--- config.mk ---
export PLATFORM = sky130hd
export DESIGN_NAME = cei_top
export DESIGN_NICKNAME = d
export VERILOG_FILES = /design/src/cei_pkg_note_unused.sv /design/src/cei_pkg.sv /design/src/cei_sync.sv /design/src/cei_edge.sv /design/src/cei_top.sv
export VERILOG_INCLUDE_DIRS = /design/src /design/src/src
export SDC_FILE = /design/constraint.sdc
export NUM_CORES = 1
export LEC_CHECK = 0
export BUFFER_PORTS_ARGS = -buffer_cell sky130_fd_sc_hd__buf_2
export CAP_MARGIN = 30
export CORE_ASPECT_RATIO = 1.2
export CORE_UTILIZATION = 45
export CTS_CLUSTER_DIAMETER = 80
export DETAILED_ROUTE_END_ITERATION = 6
export PLACE_DENSITY_LB_ADDON = 0.2
export SKIP_LAST_GASP = 1
export SLEW_MARGIN = 0
export SYNTH_ARGS = -nofsm -noshare
export SYNTH_HDL_FRONTEND = slang
export SYNTH_SLANG_ARGS = --single-unit
--- constraint.sdc ---
create_clock -name mclk -period 2 [get_ports mclk]
set_input_delay 0.5 -clock mclk [delete_from_list [all_inputs] [get_ports mclk]]
set_output_delay 0.5 -clock mclk [all_outputs]
set_load 0.005 [all_outputs]
--- src/cei_consts.svh ---
// offsets, bit positions, field masks and reset values of the event interrupt unit
// assumes inclusion by bare name from the design module and the bench modules
`ifndef CEI_CONSTS_SVH
`define CEI_CONSTS_SVH

// register offsets, 16-bit word addresses
`define CEI_ADDR_GPIO_EVT 16'h0730
`define CEI_ADDR_CORE_EVT 16'h0731
`define CEI_ADDR_RAW 16'h0732
`define CEI_ADDR_GPIO_MASK 16'h0738
`define CEI_ADDR_CORE_MASK 16'h0739
`define CEI_ADDR_CTRL 16'h0740

// core event and level bit positions, and the control global mask bit
`define CEI_BIT_SERVO_B 12
`define CEI_BIT_SERVO_A 11
`define CEI_BIT_SEQ 10
`define CEI_BIT_BUFERR 9
`define CEI_BIT_PATH2 7
`define CEI_BIT_PATH1 6
`define CEI_BIT_CLKSW 3
`define CEI_BIT_LOCK 2
`define CEI_BIT_HP 1
`define CEI_BIT_MIC 0
`define CEI_BIT_GLOBAL_MASK 0

// implemented bits of each register
`define CEI_GPIO_VALID 16'h000f
`define CEI_CORE_VALID 16'h1ecf
`define CEI_RAW_VALID 16'h1ec4
`define CEI_CTRL_VALID 16'h0001

// sources that latch on both edges
`define CEI_GPIO_BOTH 16'h000f
`define CEI_CORE_BOTH 16'h0004

// reset values
`define CEI_EVT_RESET 16'h0000
`define CEI_GPIO_MASK_RESET 16'h000f
`define CEI_CORE_MASK_RESET 16'h1ecf
`define CEI_CTRL_RESET 16'h0001

`endif

--- src/cei_pkg_note_unused.sv ---
// reserved for shared items of the event interrupt unit; holds no code

--- src/cei_pkg.sv ---
// types shared by the event interrupt unit
// assumes the constants header sits beside it
package cei_pkg;

    typedef logic [15:0] cei_word_t;

    // one register access from software
    typedef struct packed {
        logic [15:0] addr;
        logic [15:0] wdata;
        logic wr;
        logic rd;
    } cei_bus_s;

    // on-chip event sources, all on mclk
    typedef struct packed {
        logic servo_pair_b_level;
        logic servo_pair_a_level;
        logic sequencer_idle_level;
        logic buffer_error_level;
        logic path2_activity_level;
        logic path1_activity_level;
        logic clock_switch_done;
        logic loop_lock_level;
        logic headphone_detect_done;
        logic mic_detect;
    } cei_src_s;

endpackage

--- src/cei_sync.sv ---
// two-stage level synchroniser for pin inputs
// assumes asynchronous inputs and a common clock enable
`timescale 1ns/1ps
module cei_sync
    import cei_pkg::*;
#(
    parameter int W = 4
)
(
    // clock and reset
    input wire logic mclk,
    input wire logic reset,
    input wire logic clk_en,
    // levels
    input wire logic [W-1:0] async_in,
    output logic [W-1:0] sync_out
);

    logic [W-1:0] meta_q;
    logic [W-1:0] sync_q;

    // first stage feeds the second stage only
    always_ff @(posedge mclk or posedge reset)
    begin
        if (reset)
        begin
            meta_q <= '0;
            sync_q <= '0;
        end
        else if (clk_en)
        begin
            meta_q <= async_in;
            sync_q <= meta_q;
        end
    end

    assign sync_out = sync_q;

endmodule

--- src/cei_edge.sv ---
// edge detector producing one-cycle set pulses
// assumes inputs already on mclk; both_sel picks both-edge bits
`timescale 1ns/1ps
module cei_edge
    import cei_pkg::*;
#(
    parameter int W = 16
)
(
    // clock and reset
    input wire logic mclk,
    input wire logic reset,
    input wire logic clk_en,
    // levels and pulses
    input wire logic [W-1:0] level,
    input wire logic [W-1:0] both_sel,
    output logic [W-1:0] pulse
);

    logic [W-1:0] prev_q;
    logic primed_q;

    // first enabled cycle only loads history, so levels high at reset give no event
    always_ff @(posedge mclk or posedge reset)
    begin
        if (reset)
        begin
            prev_q <= '0;
            primed_q <= 1'b0;
        end
        else if (clk_en)
        begin
            prev_q <= level;
            primed_q <= 1'b1;
        end
    end

    assign pulse = (primed_q && clk_en)
        ? ((level & ~prev_q) | (both_sel & ~level & prev_q)) : '0;

endmodule

--- src/cei_top.sv ---
// event interrupt unit: edge latches, masks, raw levels and interrupt output
// assumes gpio pins are asynchronous; all other sources run on mclk
//
// Contract
// - gpio one to four and loop lock latch on rising and falling edges
// - event bits stay set until software writes one; zero writes ignored
// - servo pair b rising latches core bit 12, pair a bit 11
// - sequencer done rising edge latches core bit 10 only
// - buffer error rising edge latches core bit 9
// - activity detect rising edges latch path2 bit 7, path1 bit 6
// - clock switch done rising edge latches core bit 3
// - headphone detect done rising edge latches core bit 1
// - mic detect rising edge latches core bit 0
// - raw bits 12 and 11 show live servo completion levels
// - raw bit 10 reads zero while sequencing, one when idle
// - raw bit 9 reads one while buffer error exists
// - raw bits 7 and 6 show live path activity levels
// - raw bit 2 shows live loop lock level
// - each source has mask bit at same position; one masks it
// - all per-source mask bits reset to one
// - control bit 0, reset one, suppresses interrupt output while set
// - interrupt is or of latched event bits with mask zero
// - masked sources still latch and read back
// - interrupt holds until every unmasked latched bit is cleared
//
// The plain strobed port was left to the implementer.
`timescale 1ns/1ps
`include "cei_consts.svh"
module cei_top
    import cei_pkg::*;
(
    // clock, reset, enable
    input wire logic mclk,
    input wire logic reset,
    input wire logic clk_en,
    // register port
    input wire cei_bus_s bus,
    output cei_word_t rdata,
    // gpio pins, asynchronous
    input wire logic [3:0] gpio_pin,
    // on-chip sources
    input wire cei_src_s src,
    // interrupt to host
    output logic irq
);

    // register state
    cei_word_t gpio_evt_q;
    cei_word_t gpio_evt_d;
    cei_word_t core_evt_q;
    cei_word_t core_evt_d;
    cei_word_t gpio_mask_q;
    cei_word_t core_mask_q;
    cei_word_t ctrl_q;
    cei_word_t rdata_q;
    cei_word_t rdata_d;
    logic irq_q;
    logic irq_d;

    // source handling
    logic [3:0] gpio_sync;
    logic [3:0] gpio_pulse;
    cei_word_t core_level;
    cei_word_t core_pulse;
    cei_word_t raw_level;
    logic [1:0] gpio_fill_q;
    logic gpio_edge_en;

    // decoded strobes
    logic wr_gpio_evt;
    logic wr_core_evt;
    logic wr_gpio_mask;
    logic wr_core_mask;
    logic wr_ctrl;

    // true when a strobe targets the given offset
    function automatic logic hit(input cei_word_t addr, input cei_word_t offs, input logic strobe);
        hit = strobe && (addr == offs);
    endfunction

    // sticky latch update: set wins over a same-cycle clear
    function automatic cei_word_t w1c_next(
        input cei_word_t cur,
        input cei_word_t set,
        input logic clr_en,
        input cei_word_t clr,
        input cei_word_t valid
    );
        cei_word_t keep;
        keep = clr_en ? (cur & ~clr) : cur;
        w1c_next = (keep | set) & valid;
    endfunction

    // places the core sources at their event bit positions
    function automatic cei_word_t pack_core(input cei_src_s s);
        cei_word_t w;
        w = '0;
        w[`CEI_BIT_SERVO_B] = s.servo_pair_b_level;
        w[`CEI_BIT_SERVO_A] = s.servo_pair_a_level;
        w[`CEI_BIT_SEQ] = s.sequencer_idle_level;
        w[`CEI_BIT_BUFERR] = s.buffer_error_level;
        w[`CEI_BIT_PATH2] = s.path2_activity_level;
        w[`CEI_BIT_PATH1] = s.path1_activity_level;
        w[`CEI_BIT_CLKSW] = s.clock_switch_done;
        w[`CEI_BIT_LOCK] = s.loop_lock_level;
        w[`CEI_BIT_HP] = s.headphone_detect_done;
        w[`CEI_BIT_MIC] = s.mic_detect;
        pack_core = w;
    endfunction

    // pins are asynchronous, so two stages before any edge logic
    cei_sync #(
        .W(4)
    ) u_gpio_sync (
        .mclk(mclk),
        .reset(reset),
        .clk_en(clk_en),
        .async_in(gpio_pin),
        .sync_out(gpio_sync)
    );

    // gpio history waits until both sync stages hold real pin samples,
    // otherwise a pin held high through reset would read as a rising edge
    always_ff @(posedge mclk or posedge reset)
    begin
        if (reset)
        begin
            gpio_fill_q <= 2'b00;
        end
        else if (clk_en)
        begin
            gpio_fill_q <= {gpio_fill_q[0], 1'b1};
        end
    end

    assign gpio_edge_en = clk_en && gpio_fill_q[1];

    cei_edge #(
        .W(4)
    ) u_gpio_edge (
        .mclk(mclk),
        .reset(reset),
        .clk_en(gpio_edge_en),
        .level(gpio_sync),
        .both_sel(4'(`CEI_GPIO_BOTH)),
        .pulse(gpio_pulse)
    );

    assign core_level = pack_core(src);

    cei_edge #(
        .W(16)
    ) u_core_edge (
        .mclk(mclk),
        .reset(reset),
        .clk_en(clk_en),
        .level(core_level),
        .both_sel(`CEI_CORE_BOTH),
        .pulse(core_pulse)
    );

    assign raw_level = core_level & `CEI_RAW_VALID;

    // write decode
    assign wr_gpio_evt = hit(bus.addr, `CEI_ADDR_GPIO_EVT, bus.wr);
    assign wr_core_evt = hit(bus.addr, `CEI_ADDR_CORE_EVT, bus.wr);
    assign wr_gpio_mask = hit(bus.addr, `CEI_ADDR_GPIO_MASK, bus.wr);
    assign wr_core_mask = hit(bus.addr, `CEI_ADDR_CORE_MASK, bus.wr);
    assign wr_ctrl = hit(bus.addr, `CEI_ADDR_CTRL, bus.wr);

    always_comb
    begin
        gpio_evt_d = w1c_next(gpio_evt_q, {12'h000, gpio_pulse}, wr_gpio_evt,
            bus.wdata, `CEI_GPIO_VALID);
        core_evt_d = w1c_next(core_evt_q, core_pulse, wr_core_evt,
            bus.wdata, `CEI_CORE_VALID);
    end

    // gpio event latches
    always_ff @(posedge mclk or posedge reset)
    begin
        if (reset)
        begin
            gpio_evt_q <= `CEI_EVT_RESET;
        end
        else if (clk_en)
        begin
            gpio_evt_q <= gpio_evt_d;
        end
    end

    // core event latches
    always_ff @(posedge mclk or posedge reset)
    begin
        if (reset)
        begin
            core_evt_q <= `CEI_EVT_RESET;
        end
        else if (clk_en)
        begin
            core_evt_q <= core_evt_d;
        end
    end

    always_ff @(posedge mclk or posedge reset)
    begin
        if (reset)
        begin
            gpio_mask_q <= `CEI_GPIO_MASK_RESET;
        end
        else if (clk_en && wr_gpio_mask)
        begin
            gpio_mask_q <= bus.wdata & `CEI_GPIO_VALID;
        end
    end

    always_ff @(posedge mclk or posedge reset)
    begin
        if (reset)
        begin
            core_mask_q <= `CEI_CORE_MASK_RESET;
        end
        else if (clk_en && wr_core_mask)
        begin
            core_mask_q <= bus.wdata & `CEI_CORE_VALID;
        end
    end

    always_ff @(posedge mclk or posedge reset)
    begin
        if (reset)
        begin
            ctrl_q <= `CEI_CTRL_RESET;
        end
        else if (clk_en && wr_ctrl)
        begin
            ctrl_q <= bus.wdata & `CEI_CTRL_VALID;
        end
    end

    // read mux; unmapped offsets return zero and reads have no side effects
    always_comb
    begin
        rdata_d = '0;
        if (bus.rd)
        begin
            case (bus.addr)
                `CEI_ADDR_GPIO_EVT:
                begin
                    rdata_d = gpio_evt_q;
                end
                `CEI_ADDR_CORE_EVT:
                begin
                    rdata_d = core_evt_q;
                end
                `CEI_ADDR_RAW:
                begin
                    rdata_d = raw_level;
                end
                `CEI_ADDR_GPIO_MASK:
                begin
                    rdata_d = gpio_mask_q;
                end
                `CEI_ADDR_CORE_MASK:
                begin
                    rdata_d = core_mask_q;
                end
                `CEI_ADDR_CTRL:
                begin
                    rdata_d = ctrl_q;
                end
                default:
                begin
                    rdata_d = '0;
                end
            endcase
        end
    end

    // read data stands only in the cycle after the strobe
    always_ff @(posedge mclk or posedge reset)
    begin
        if (reset)
        begin
            rdata_q <= '0;
        end
        else if (clk_en)
        begin
            rdata_q <= rdata_d;
        end
    end

    // held until cleared
    // uses next latch state so irq drops in the same edge the last clear lands
    always_comb
    begin
        irq_d = !ctrl_q[`CEI_BIT_GLOBAL_MASK]
            && (|(gpio_evt_d & ~gpio_mask_q) || |(core_evt_d & ~core_mask_q));
    end

    // registered so the host sees a glitch-free level
    always_ff @(posedge mclk or posedge reset)
    begin
        if (reset)
        begin
            irq_q <= 1'b0;
        end
        else if (clk_en)
        begin
            irq_q <= irq_d;
        end
    end

    assign rdata = rdata_q;
    assign irq = irq_q;

endmodule

======== After elaboration in Yosys (flattened, before gate mapping) ========
Index checks and enable logic that the tools add are counted.
Widths: inputs -> output; s select.
operators by class
  add/subtract/negate cells ............... 0
  $mul .................................... 0
  divide/modulo/power cells ............... 0
  order comparisons ....................... 0
  equality and inequality tests ........... 6
  shift-type cells ........................ 0
  multiplexer cells ....................... 6
  bitwise operators ....................... 19
  reductions and logical operators ........ 16
operators with widths
  kind                  number
  $eq 16x11->1 const B  6
  $pmux 13 s6           1
  $reduce_or 16->1      2
  $and 13x13->13        2
  $mux 13               2
  $not 13->13           2
  $or 13x13->13         2
  $and 13x16->16        1
  $and 4x16->16         1
  $mux 16               1
  $not 13->16           1
  $not 4->16            1
  $and 3x13->13         1
  $and 4x4->4           3
  $logic_and 1x1->1     12
  $mux 4                2
  $not 4->4             2
  $or 4x4->4            2
  $not 3->3             1
  $logic_not 1->1       1
  $logic_or 1x1->1      1
word-level totals
  flip-flop bits (word level) ............. 72
  bits in latches ......................... 0
  memory bits (writable) .................. 0
  bits in read-only memories .............. 0
  input bits .............................. 51
  output and inout port bits .............. 17
  word-level logic and storage cells ...... 61
  memories kept ........................... 0

======== Depth between registers and ports, before layout ========
  depth in word-level cells ............... 9
  gate-level depth with buffers ........... 7
  gate-level depth less buffers ........... 6

======== Hierarchy ========
From an unflattened synthesis, not the netlist that was laid out.
unflattened totals
  cell total of the unflattened synthesis .. 372
  area, all modules ....................... 3972.6 um^2
modules (own cells, without submodules)
  module                  instances  cells each  area each (um^2)  sequential area each (um^2)
  cei_top                 1          243         2384.8            1069.8
  cei_edge (u_core_edge)  1          87          988.4             425.4
  cei_sync                1          18          335.3             200.2
  cei_edge (u_gpio_edge)  1          24          264.0             125.1

======== Least setup slack after synthesis ========
OpenSTA, ideal clock, no wires.
  path type ............................... input to register
  start point ............................. input port bus[33] in the netlist's numbering
  end point ............................... register core_mask_q[12]
  library setup time ...................... 0.085 ns
  data arrival time ....................... 2.262 ns
  required time ........................... 1.915 ns
  path slack .............................. -0.347 ns
  stages on the path ...................... 6
  buffers on the path ..................... 0
  path through ............................ or4b_4 nor4_4 nand3_2 nor3b_2 nand3_4 mux2_1
between the ends
  longest elaborated chain between the ends .. 3
RTL lines
  what                    line            source
  start: declaration      cei_top.sv:37   input wire cei_bus_s bus,
  $eq 16x11->1            cei_top.sv:78   hit = strobe && (addr == offs);
  $logic_and 1x1->1       cei_top.sv:78
  $logic_and 1x1->1       cei_top.sv:223  else if (clk_en && wr_core_mask)
  end signal: assignment  cei_top.sv:221  core_mask_q <= `CEI_CORE_MASK_RESET;
  end signal: assignment  cei_top.sv:225  core_mask_q <= bus.wdata & `CEI_CORE_VALID;
  end: declaration        cei_top.sv:53   cei_word_t core_mask_q;
Every way passes these cells.
A chain may end at the register's enable or synchronous reset.

======== Final worst setup path ========
Ends and elaborated chain as after synthesis.

==> results.cfg <==
[run_status]
outcome = finished, violations left
violations = setup timing

[placed_design]
gp_congestion = 0.824
preCtsSetupSlack_ps = -472
placed_cells = 453
portBuffers = 55
place_hpwl_mm = 5.43

[logic_synthesis]
syn_area_sq_um = 3300
ys_top_cells_by_area = dfrtp_1, mux2_2, dfstp_2
yosysSeqAreaShare_pct = 49.9
synth-main-ff-cell = dfrtp_1
synth_top_area_cell = dfrtp_1
ys_ff_latch = 65
avgSynthCellArea_sq_um = 11.3
async_reset_ff_share_pct = 100
synth_cell_type_count = 51
synth_top_area_share_pct = 37.9
synth_edf_count = 0
ys_warn_count = 0
netlist_instances = 293

[cts]
cts_buffers = 9
insertion_delay_ps = 340
h-tree-depth = 3
cts_sinks = 65
cts.root.buffer_cell = clkbuf_8
cts_buffer_depth = 2
cts_tree = yes
path_clk_slew_ps = 70

[pwr]
p_leak_uw = 0.00185
p_sw_uw = 679
power.share.clock_pct = 37.7
p_int_uw = 2100
swShare_pct = 24.5
p_comb_share_pct = 11.3
ir_drop_uv = 651
powerDensity_nw_per_um2 = 667
seqPwrFrac_pct = 51.0

[hold_path]
hold_path_class = input port to async pin

[layout]
syn2layout_area_growth_pct = 26.2
fillers = 603
drive_above_1_share_pct = 44.6
antenna_cells = 0
multiInputGateArea_sq_um = 1580
layout.nets = 434
regArea_sq_um = 1650
final_cells = 475
final_util_pct = 59.7

[global_routing]
grt_first_pass_wirelength_mm = 12.4
overflow = 0
grt_pass1_vias = 2601
grt_usage_pct = 21.6
grt_antenna_before_repair = 0
grt_max_degree = 66

[timing]
slew_viol_final = 0
setup_tns_ps = -974
setup_viol_count_final = 16
skew_ps = 7.23
max_freq_mhz = 475
rsz0062_at_grt = yes
hold_viol_final = 0
holdWs_ps = 241
finalCriticalPeriod_ps = 2110
finalWorstSetupSlack_ps = -105
finalCritPeriodShare_pct = 105

[die]
io_pins = 68
die_h_um = 95.8
coreArea_sq_um = 6980
die_x_um = 80.2
start_util_pct = 47.3
die_area_sq_um = 7680
num_rows = 33

[worst_setup_path]
cp-start-kind = input port
arrival_ps = 2360
slowest_stage = or4b_4
cp_slowest_stage_delay_ps = 540
crit_path_max_fanout = 5
required_ps = 2260
end_kind = register
crit_chain = buf_6 > or4b_4 > nor4_4 > nand3_2 > nor3b_4 > buf_6 > nand3_4 > mux2_1
worstSetupPathType = input port to register
path_common_cell = buf_6

[routing]
drt_wl_total_mm = 7.58
dr_total_vias = 2615
initialDrtViolationCount = 194
wl_per_cell_um = 16.0
vias_per_cell = 5.51
drt_pre_antenna_iters = 5
drc = 0
ant_nets = 0

[job]
maxCapViolCount = 0
routing by layer:
| layer | track usage (%) | vias to the layer above | wire, um |
|---|---|---|---|
| met5 | 0 | - | 0 |
| met4 | 8.48 | 0 | 113 |
| met3 | 3.70 | 11 | 330 |
| met2 | 38.0 | 76 | 3900 |
| met1 | 26.2 | 1270 | 3240 |
| li1 | - | 1258 | - |
flip-flops by register name (all words and copies together) (netlist names):
register and cells:
irq 1, u_gpio_sync.meta_q 4, core_mask_q 10, core_evt_q 10
gpio_mask_q 4, gpio_fill_q 2, u_gpio_edge.prev_q 4, u_gpio_sync.sync_out 4
gpio_evt_q 4, rdata 10, u_core_edge.prev_q 10, u_gpio_edge.primed_q 1
ctrl_q 1
critical path: cells and delay by family:
kind                   cells  cell delay, ps
buffers and inverters      2             240
muxes                      1             340
and+or+nand+nor            5            1290
power by group through the flow:
| stage | Sequential (uW) | Combinational, uW | Clock (uW) |
|---|---|---|---|
| after floorplan | 1430 | 185 | 0 |
| after CTS | 1420 | 312 | 1080 |
| after detailed placement | 1440 | 311 | 0 |
| final | 1420 | 313 | 1050 |
| after global routing | 1420 | 346 | 1130 |
| after global placement | 1440 | 306 | 0 |
cells in the final DEF, fill, tap and decap left out, drive strengths merged, types with 2 or more instances in the layout:
cell type / n
a211oi: 3
a21o: 10
a21oi: 11
nand4: 2
dfrtp: 50
buf: 89
nor2: 14
conb: 6
clkbuf: 12
a222oi: 6
clkinv: 3
or4b: 2
o21ai: 7
a22o: 5
nand2b: 3
and3: 3
a22oi: 2
mux2: 37
inv: 16
dfstp: 15
nor3b: 5
o22ai: 12
a221oi: 4
nand3: 11
xor2: 5
and4b: 5
nand2: 29
nor4: 3
logic make-up after synthesis:
group / synth area share (%)
and+or+nand+nor: 16.4
AOI/OAI and AO/OA: 14.8
DFF: 49.9
muxes: 12.6
buffers and inverters: 4.82
xor gates and xnor gates: 1.33
other: 0.114
final cells by class:
cell class	instances	area share [%]
flip-flops and latches	65	39.5
multi-input cells	201	37.9
repair buffers	89	14.1
clock buffers	12	3.25
well taps	87	2.61
inverters	17	1.62
clock inverters	4	1.08
path summary, 6_finish.rpt:
check                      cells after the start                              from                           endpoint  slack (ps)
min in group mclk                              2                       gpio_pin[1]  u_gpio_sync.meta_q[1]$_DFFE_PP0P_         390
max reg2reg                                    6        gpio_fill_q[0]$_DFFE_PP0P_                    irq$_DFFE_PP0P_         300
max                                            8                           bus[33]        core_mask_q[12]$_DFFE_PP1P_        -110
min                                            3                             reset  u_core_edge.prev_q[9]$_DFFE_PP0P_         240
min reg2reg                                    1  u_gpio_edge.primed_q$_DFFE_PP0P_   u_gpio_edge.primed_q$_DFFE_PP0P_         460
max in group asynchronous                      3                             reset        core_mask_q[12]$_DFFE_PP1P_        1430
metrics by stage:
stage	total power, uW	cell area (sq um)
floorplan	1620	3360
global placement	1740	3900
detailed placement	1750	3900
CTS	2810	4090
global route	2900	4160
finish	2780	4160
what timing repair did:
item	in CTS	in global routing
resized for setup	0	8
setup buffers	2	3
cloned	0	1
setup endpoints to repair	26	37
hold buffers	0	0
synth_stat cells (all sizes together), types with 2 or more instances:
library cell  number
dfrtp             50
mux2              37
nand2             29
inv               17
dfstp             15
nor2              14
o22ai             12
a21oi             11
buf               11
a21o              10
nand3             10
o21ai              7
a222oi             6
a22o               5
and4b              5
clkbuf             5
nor3b              5
xor2               5
a221oi             4
a211oi             3
and3               3
nand2b             3
nor4               3
a22oi              2
nand4              2
or4b               2
No activity file was read; power rests on OpenSTA's default activity.
